<file path="config.mk">
export PLATFORM = sky130hd
export DESIGN_NAME = sync_serial_unit
export DESIGN_NICKNAME = d
export VERILOG_FILES = /design/src/verilog/sync_serial_pkg.sv /design/src/verilog/sclk_divider.sv /design/src/verilog/sync_serial_unit.sv
export SDC_FILE = /design/constraint.sdc
export NUM_CORES = 1
export LEC_CHECK = 0
export BUFFER_PORTS_ARGS = -buffer_cell sky130_fd_sc_hd__buf_2
export CORE_UTILIZATION = 45
export CTS_CLUSTER_DIAMETER = 150
export DETAILED_ROUTE_END_ITERATION = 16
export GPL_TIMING_DRIVEN = 0
export HOLD_SLACK_MARGIN = 0.06
export PLACE_DENSITY = 0.68
export SYNTH_ARGS = -nofsm -noshare
export SYNTH_HDL_FRONTEND = slang
export SYNTH_HIERARCHICAL = 1
export SYNTH_SLANG_ARGS = --single-unit
</file>
<file path="constraint.sdc">
create_clock -name clock -period 8.6 [get_ports clock]
set_clock_uncertainty 0.1 [all_clocks]
set_input_delay 1.72 -clock clock [delete_from_list [all_inputs] [get_ports clock]]
set_output_delay 1.72 -clock clock [all_outputs]
set_load 0.02 [all_outputs]
</file>
<file path="src/verilog/sync_serial_pkg.sv">
package sync_serial_pkg;

  // bus geometry
  localparam int         ADDR_W = 8;
  localparam int         DATA_W = 32;

  // register byte addresses, one aligned word each
  localparam logic [7:0] OFF_CONTROL = 8'h00;
  localparam logic [7:0] OFF_STATUS  = 8'h04;
  localparam logic [7:0] OFF_UPPER   = 8'h08;
  localparam logic [7:0] OFF_LOWER   = 8'h0C;
  localparam logic [7:0] OFF_DONE    = 8'h10;

  // status/control field positions and values
  localparam int         ST_FIXED     = 7;
  localparam int         ST_OUT_LEVEL = 6;
  localparam int         ST_OVERRUN   = 5;
  localparam int         ST_TRAIL     = 1;
  localparam int         ST_START     = 0;
  localparam logic [7:0] STATUS_RESET = 8'h9C;
  localparam logic [2:0] ST_RESERVED  = 3'h7;

  // mode/clock control field positions
  localparam int         CT_MODE_HI   = 7;
  localparam int         CT_MODE_LO   = 6;
  localparam int         CT_TRAIL_EN  = 5;
  localparam int         CT_LATCH     = 4;
  localparam int         CT_CLK_SRC   = 3;
  localparam int         CT_PRESC_HI  = 2;
  localparam logic [7:0] CONTROL_RESET = 8'h00;

  // word lengths in bits
  localparam logic [4:0] BITS_8  = 5'h08;
  localparam logic [4:0] BITS_16 = 5'h10;

  // half serial-clock periods in system clocks, index = prescaler select
  localparam int         DIV_W = 10;
  localparam logic [7:0][DIV_W-1:0] HALF_TABLE = {10'h001, 10'h002, 10'h004, 10'h008,
                                                  10'h010, 10'h020, 10'h080, 10'h200};

  // trailer length in serial-clock periods
  localparam int         TRAILER_PERIODS = 2;

  typedef enum logic [1:0]
  {
    MODE_8BIT  = 2'b00,
    MODE_16BIT = 2'b01,
    MODE_CONT  = 2'b10,
    MODE_RSVD  = 2'b11
  } mode_e;

  typedef enum logic [1:0]
  {
    PH_IDLE  = 2'b00,
    PH_SHIFT = 2'b01,
    PH_TRAIL = 2'b10
  } phase_e;

  typedef struct packed
  {
    logic [DIV_W-1:0] count;
    logic             level;
  } div_s;

  // serial pin group
  typedef struct packed
  {
    logic data_out;
    logic clock_out;
    logic clock_oe_n;
  } pins_s;

endpackage

</file>
<file path="src/verilog/sclk_divider.sv">
`timescale 1ns/1ps
// internal serial clock: idles high, first event is a falling edge
module sclk_divider
(
  input  wire logic       clock,
  input  wire logic       reset,
  input  wire logic       ce,
  input  wire logic       run,
  input  wire logic [2:0] sel,
  output logic            level,
  output logic            rise,
  output logic            fall
);

  sync_serial_pkg::div_s st;
  sync_serial_pkg::div_s next_st;
  logic [sync_serial_pkg::DIV_W-1:0] half;
  logic                              tick;

  // half period lookup and edge strobes
  assign half  = sync_serial_pkg::HALF_TABLE[sel];
  assign tick  = ce && run && (st.count == half - 10'h001);
  assign fall  = tick && st.level;
  assign rise  = tick && !st.level;
  assign level = st.level;

  // stopping parks the clock high so the next start begins cleanly
  always_comb
  begin
    next_st = st;
    if (ce)
    begin
      if (!run)
      begin
        next_st.count = '0;
        next_st.level = 1'b1;
      end
      else if (tick)
      begin
        next_st.count = '0;
        next_st.level = !st.level;
      end
      else
      begin
        next_st.count = st.count + 10'h001;
      end
    end
  end

  always_ff @(posedge clock)
  begin
    if (reset)
    begin
      st.count <= '0;
      st.level <= 1'b1;
    end
    else
    begin
      st <= next_st;
    end
  end

endmodule

</file>
<file path="src/verilog/sync_serial_unit.sv">
// Functional notes
// - status register resets to 9C hex
// - status bit 7 reads one, ignores writes
// - status bits 4..2 ignore writes
// - out level bit writes pin when idle
// - out level bit reads actual pin level
// - pin keeps last shifted bit after transfer, high after a trailer
// - transfer start overrides out level, trailer settings
// - external clock after completion sets overrun
// - overrun cleared by zero after read one
// - trailer flag high only while trailer sends
// - writing start one begins transfer, except in continuous mode
// - start flag stays high until completion; a control write clears it early
// - 8-bit: lower shifts out LSB, in MSB
// - 16-bit: serial input enters through upper
// - 16-bit: lower fed from upper register
// - data registers have no reset value
// - four mode codes: 8, 16, continuous, reserved
// - clock source bit selects pin direction
// - trailer enable appends trailer after data
// - completion sets transfer done flag
//
// Chosen here: the register addresses and the Avalon-MM slave port.
`timescale 1ns/1ps
module sync_serial_unit
#(
  parameter int TRAILER_PERIODS = sync_serial_pkg::TRAILER_PERIODS
)
(
  input  wire logic                                clock,
  input  wire logic                                reset,
  input  wire logic                                ce,
  input  wire logic [sync_serial_pkg::ADDR_W-1:0]  address,
  input  wire logic                                read,
  input  wire logic                                write,
  input  wire logic [sync_serial_pkg::DATA_W-1:0]  writedata,
  input  wire logic [3:0]                          byteenable,
  output logic      [sync_serial_pkg::DATA_W-1:0]  readdata,
  output logic                                     waitrequest,
  input  wire logic                                serial_in_pin,
  input  wire logic                                serial_clock_in,
  output sync_serial_pkg::pins_s                   serial_pins,
  output logic                                     transfer_done_irq_flag
);

  // trailer counter is two bits wide
  if (TRAILER_PERIODS < 1 || TRAILER_PERIODS > 3)
  begin : g_check
    $error("TRAILER_PERIODS must be 1 to 3");
  end

  typedef struct packed
  {
    logic [7:0]              ctrl;
    logic                    ack;
    logic [31:0]             rdata;
    logic                    out_level;
    logic                    overrun;
    logic                    overrun_seen;
    logic                    busy;
    logic                    done;
    logic [7:0]              upper;
    logic [7:0]              lower;
    sync_serial_pkg::phase_e phase;
    logic [4:0]              bit_count;
    logic [1:0]              trail_count;
    logic                    ext_prev;
  } unit_s;

  unit_s                   st;
  unit_s                   next_st;
  sync_serial_pkg::mode_e  mode;
  logic                    ext_sel;
  logic                    ext_rise;
  logic                    ext_fall;
  logic                    div_level;
  logic                    div_rise;
  logic                    div_fall;
  logic                    div_run;
  logic                    sck_rise;
  logic                    sck_fall;
  logic                    take;
  logic                    acc_w;
  logic                    acc_r;
  logic                    finish;
  logic                    ovr_set;
  logic [4:0]              last_bit;
  logic [7:0]              status_view;
  logic [31:0]             rd_mux;

  // control decode
  assign mode    = sync_serial_pkg::mode_e'(st.ctrl[sync_serial_pkg::CT_MODE_HI:sync_serial_pkg::CT_MODE_LO]);
  assign ext_sel = st.ctrl[sync_serial_pkg::CT_CLK_SRC];
  assign last_bit = (mode == sync_serial_pkg::MODE_16BIT) ? sync_serial_pkg::BITS_16 - 5'h01
                                                          : sync_serial_pkg::BITS_8 - 5'h01;

  // pins are synchronous, a plain previous-value compare finds the edges
  assign ext_rise = serial_clock_in && !st.ext_prev;
  assign ext_fall = !serial_clock_in && st.ext_prev;

  // prescaler runs, with the internal clock selected, for a transfer or in continuous clock mode
  assign div_run  = !ext_sel && (st.busy || mode == sync_serial_pkg::MODE_CONT);
  assign sck_rise = ce && (ext_sel ? ext_rise : div_rise);
  assign sck_fall = ce && (ext_sel ? ext_fall : div_fall);

  sclk_divider u_div
  (
    .clock (clock),
    .reset (reset),
    .ce    (ce),
    .run   (div_run),
    .sel   (st.ctrl[sync_serial_pkg::CT_PRESC_HI:0]),
    .level (div_level),
    .rise  (div_rise),
    .fall  (div_fall)
  );

  // bus handshake: one wait cycle, then the access completes
  assign take        = (read || write) && !st.ack;
  assign waitrequest = (read || write) && !st.ack;
  assign acc_w       = ce && st.ack && write && byteenable[0];
  assign acc_r       = ce && st.ack && read;

  // status view: fixed and reserved bits read one, level is the pin itself
  assign status_view = {1'b1,
                        st.out_level,
                        st.overrun,
                        sync_serial_pkg::ST_RESERVED,
                        st.phase == sync_serial_pkg::PH_TRAIL,
                        st.busy};

  // read mux, unmapped addresses read zero
  always_comb
  begin
    rd_mux = 32'h0000_0000;
    if (address == sync_serial_pkg::OFF_CONTROL)
      rd_mux[7:0] = st.ctrl;
    else if (address == sync_serial_pkg::OFF_STATUS)
      rd_mux[7:0] = status_view;
    else if (address == sync_serial_pkg::OFF_UPPER)
      rd_mux[7:0] = st.upper;
    else if (address == sync_serial_pkg::OFF_LOWER)
      rd_mux[7:0] = st.lower;
    else if (address == sync_serial_pkg::OFF_DONE)
      rd_mux[0] = st.done;
  end

  // serial engine first, bus writes after so software wins over data
  always_comb
  begin
    next_st = st;
    finish  = 1'b0;
    ovr_set = 1'b0;
    if (ce)
    begin
      next_st.ack      = take;
      next_st.ext_prev = serial_clock_in;
      if (take && read)
        next_st.rdata = rd_mux;
      case (st.phase)
        sync_serial_pkg::PH_IDLE:
        begin
          if (ext_sel && ext_rise)
          begin
            ovr_set         = 1'b1;
            next_st.overrun = 1'b1;
          end
        end
        sync_serial_pkg::PH_SHIFT:
        begin
          if (sck_fall)
            next_st.out_level = st.lower[0];
          if (sck_rise)
          begin
            if (mode == sync_serial_pkg::MODE_16BIT)
            begin
              next_st.upper = {serial_in_pin, st.upper[7:1]};
              next_st.lower = {st.upper[0], st.lower[7:1]};
            end
            else
            begin
              next_st.lower = {serial_in_pin, st.lower[7:1]};
            end
            next_st.bit_count = st.bit_count + 5'h01;
            if (st.bit_count == last_bit)
            begin
              if (st.ctrl[sync_serial_pkg::CT_TRAIL_EN])
              begin
                next_st.phase       = sync_serial_pkg::PH_TRAIL;
                next_st.trail_count = 2'h0;
              end
              else
              begin
                next_st.phase = sync_serial_pkg::PH_IDLE;
                next_st.busy  = 1'b0;
                finish        = 1'b1;
              end
            end
          end
        end
        sync_serial_pkg::PH_TRAIL:
        begin
          // hold tail stays high, latch tail pulls low once
          if (sck_fall)
            next_st.out_level = !st.ctrl[sync_serial_pkg::CT_LATCH];
          if (sck_rise)
          begin
            next_st.trail_count = st.trail_count + 2'h1;
            if (st.trail_count == 2'(TRAILER_PERIODS - 1))
            begin
              next_st.phase     = sync_serial_pkg::PH_IDLE;
              next_st.busy      = 1'b0;
              next_st.out_level = 1'b1;
              finish            = 1'b1;
            end
          end
        end
        default:
        begin
          next_st.phase = sync_serial_pkg::PH_IDLE;
        end
      endcase
      if (finish)
        next_st.done = 1'b1;
      // arm the overrun clear only once software has seen it set
      if (acc_r && address == sync_serial_pkg::OFF_STATUS && st.rdata[sync_serial_pkg::ST_OVERRUN])
        next_st.overrun_seen = 1'b1;
      if (acc_w)
      begin
        if (address == sync_serial_pkg::OFF_CONTROL)
        begin
          // a mode write aborts any transfer in flight
          next_st.ctrl  = writedata[7:0];
          next_st.phase = sync_serial_pkg::PH_IDLE;
          next_st.busy  = 1'b0;
        end
        else if (address == sync_serial_pkg::OFF_STATUS)
        begin
          // bits 7 and 4..2 have no storage, so writes there vanish
          if (!st.busy)
          begin
            next_st.out_level = writedata[sync_serial_pkg::ST_OUT_LEVEL];
            if (writedata[sync_serial_pkg::ST_START] && mode != sync_serial_pkg::MODE_CONT)
            begin
              next_st.busy      = 1'b1;
              next_st.phase     = sync_serial_pkg::PH_SHIFT;
              next_st.bit_count = 5'h00;
            end
          end
          // set wins over clear, writing one leaves the flag alone
          if (!writedata[sync_serial_pkg::ST_OVERRUN] && st.overrun_seen && !ovr_set)
          begin
            next_st.overrun      = 1'b0;
            next_st.overrun_seen = 1'b0;
          end
        end
        else if (address == sync_serial_pkg::OFF_UPPER)
          next_st.upper = writedata[7:0];
        else if (address == sync_serial_pkg::OFF_LOWER)
          next_st.lower = writedata[7:0];
        else if (address == sync_serial_pkg::OFF_DONE)
        begin
          if (!writedata[0] && !finish)
            next_st.done = 1'b0;
        end
      end
    end
  end

  // data registers deliberately left out of reset
  always_ff @(posedge clock)
  begin
    st <= next_st;
    if (reset)
    begin
      st.ctrl         <= sync_serial_pkg::CONTROL_RESET;
      st.ack          <= 1'b0;
      st.rdata        <= 32'h0000_0000;
      st.out_level    <= sync_serial_pkg::STATUS_RESET[sync_serial_pkg::ST_OUT_LEVEL];
      st.overrun      <= sync_serial_pkg::STATUS_RESET[sync_serial_pkg::ST_OVERRUN];
      st.overrun_seen <= 1'b0;
      st.busy         <= sync_serial_pkg::STATUS_RESET[sync_serial_pkg::ST_START];
      st.done         <= 1'b0;
      st.phase        <= sync_serial_pkg::PH_IDLE;
      st.bit_count    <= 5'h00;
      st.trail_count  <= 2'h0;
      st.ext_prev     <= 1'b1;                                 // pin idles high
    end
  end

  // pin drive, clock pin released when the partner clocks
  assign readdata               = st.rdata;
  assign serial_pins.data_out   = st.out_level;
  assign serial_pins.clock_out  = div_level;
  assign serial_pins.clock_oe_n = ext_sel;
  assign transfer_done_irq_flag = st.done;
endmodule

</file>
==> results_dict.tcl <==
set metrics [dict create \
    outcome "finished clean" \
    cts_hold_buf 0 \
    die_x_um 94.7 \
    antenna_cells 0 \
    synthTopCellsByArea "dfxtp_1, edfxtp_1, buf_4" \
    timing.final.crit_period_ns 4.85 \
    place.gp.congestion 0.871 \
    async_reset_ff_share_pct 0 \
    rsz0062_at_grt "no" \
    cts_root_buffer "clkbuf_8" \
    drt-total-wl_mm 9.53 \
    critPathMaxFanout 20 \
    postCtsSetupRepairBufs 0 \
    grt_pass1_vias 3103 \
    htreeDepth 3 \
    vias 3465 \
    slew_viol_final 0 \
    netlist_instances 454 \
    end_kind "flop" \
    ys_warn_count 6 \
    hold_class "reg -> reg" \
    p_leak_uw 0.00194 \
    post-route-period-util_pct 56.4 \
    crit_arrival_ns 4.84 \
    dieArea_um2 8960 \
    seq_area_frac_synth_pct 34.7 \
    drc 0 \
    synthesis.area_um2 3860 \
    cts.sinks 59 \
    detailedPlacementHpwl_mm 7.31 \
    ant_nets 0 \
    synth-edff-count 16 \
    insertion_delay_ns 0.34 \
    critPathKind "in -> reg" \
    core_um2 8260 \
    worst_pin_slew_ns 0.685 \
    start_util_pct 46.8 \
    wl_per_cell_um 15.0 \
    ys_ff_latch 59 \
    yosysTopAreaCell "dfxtp_1" \
    first_pass_iters 5 \
    cp-start-kind "primary input" \
    timing.slew.headroom_pct 54.1 \
    max_cap_viol_count 0 \
    globalRouteTotalUtil_pct 22.4 \
    setup_violations 0 \
    instances_no_fill 633 \
    dp_cells 617 \
    cts.reportedPaths.clkPinSlew_ns 0.07 \
    area_growth_pct 15.7 \
    ir_drop_mv 0.0842 \
    ys.flop_type "dfxtp_1" \
    grt_max_degree 21 \
    yosysTopAreaCellShare_pct 22.3 \
    grt_pass1_wl_mm 15.2 \
    cts_resized 0 \
    cts_tree "built" \
    cts_buffer_depth 2 \
    worst_slack_ns 3.75 \
    hold_viol 0 \
    rows 33 \
    setup_tns_ns 0 \
    pin_count 88 \
    dr.first_iter.drc_count 225 \
    ys_types 62 \
    die_h_um 94.7 \
    antenna_found_initial 0 \
    cp.required_ns 8.58 \
    power_density_nw_per_um2 141 \
    final_nets 582 \
    pre_cts_ws_ns 3.46 \
    synth.most_common_cell "nor2_1" \
    numCtsBuffers 9 \
    placement.io_buffers 35 \
    grt.overflow.total 0 \
    viasPerCell 5.47 \
    fmax_mhz 206 \
    drive_gt1_share_pct 21.6 \
    netlist_top_cells_count "nor2_1, a21oi_1, dfxtp_1" \
    syn_avg_cell_area_um2 8.51 \
]
## cell type report
cell class	count	area (um^2)
Clock buffer	12	166
Sequential cell	59	1340
Tap cell	105	131
Fill cell	798	3790
Timing Repair Buffer	35	175
Buffer	56	398
Inverter	16	60.1
Clock inverter	4	46.3
Multi-Input combinational cell	346	2150
## worst max-delay path, cell delays in order
cell	delay, ns
buf_2	0.40
nand3b_1	0.14
a211o_1	0.28
a2111oi_4	0.31
o2111ai_1	0.35
nor2_1	0.34
nor2b_1	0.30
o21a_1	0.32
nand3_2	0.31
mux2i_1	0.25
a21oi_1	0.10
## layout by cell type (no fill, tap or decap), drive strengths merged, types with 3 or more instances in the layout
| cell type | n |
|---|---|
| buf | 84 |
| nor2 | 58 |
| a21oi | 44 |
| dfxtp | 43 |
| nand2 | 34 |
| mux2i | 26 |
| conb | 24 |
| clkbuf | 18 |
| inv | 17 |
| o21ai | 17 |
| edfxtp | 16 |
| xor2 | 14 |
| nor3 | 9 |
| nand3 | 9 |
| nand4 | 8 |
| nor2b | 8 |
| nand2b | 8 |
| ha | 8 |
| o211ai | 7 |
| nand3b | 5 |
| and3 | 5 |
| a31oi | 4 |
| a211o | 4 |
| a211oi | 4 |
| or2 | 4 |
| nor4 | 4 |
| o21a | 3 |
| or3 | 3 |
| o41ai | 3 |
| nand4b | 3 |
| o2111ai | 3 |
| o32ai | 3 |
## registers in the layout, summed over array words and instances, names as in the netlist
signal and cells:
u_div/level 1, transfer_done_irq_flag 1, serial_pins 2, st 35
u_div/st 10, readdata 8, mode 2
## power by group
group	switching (uW)	internal, uW	total [uW]	leakage (uW)
combinational	38.0	24.1	62.1	0.00133
clock	112	159	270	0.000112
sequential	5.17	292	297	0.000504
## per-stage QoR
stage	hold WS, ns	utilization [%]	total power, uW	cell area (um^2)
floorplan	0.332	-	344	3950
detailed placement	0.357	51.5	365	4260
global route	0.387	54.1	654	4470
CTS	0.367	54.1	634	4470
global placement	0.353	51.5	364	4260
finish	0.359	54.1	630	4470
## path summary, 6_finish.rpt
kind	startpoint	to	slack (ns)	cells past startpoint
setup / recovery	ce	st[21]$_DFFE_PP_	3.75	11
hold / removal	readdata[6]$_SDFFE_PP0P_	readdata[6]$_SDFFE_PP0P_	0.36	2
setup reg to reg	st[66]$_SDFFE_PP0P_	st[21]$_DFFE_PP_	4.55	14
hold reg to reg	readdata[6]$_SDFFE_PP0P_	readdata[6]$_SDFFE_PP0P_	0.36	2
## cell families (layout without fill, tap and decap cells)
family,Yosys count,count (layout),share of synthesized area [%]
and+or+nand+nor,164,164,21.6
AOI/OAI and AO/OA,108,108,18.6
buffers and inverters,72,123,11.9
DFF,59,59,34.7
muxes,26,26,6.74
xor gates and xnor gates,16,16,3.82
adders and majority gates,8,8,2.59
other,1,24,0.0971
## layer usage
metal / up-vias / part of all wire, % / track usage [%]
met5: - / 0 / 0
met1: 1647 / 43 / 27.9
met4: 0 / 1.1 / 6.19
li1: 1712 / - / -
met3: 11 / 5.6 / 4.99
met2: 95 / 50 / 38.8
Note: power is estimated with default switching activity, not from simulation.
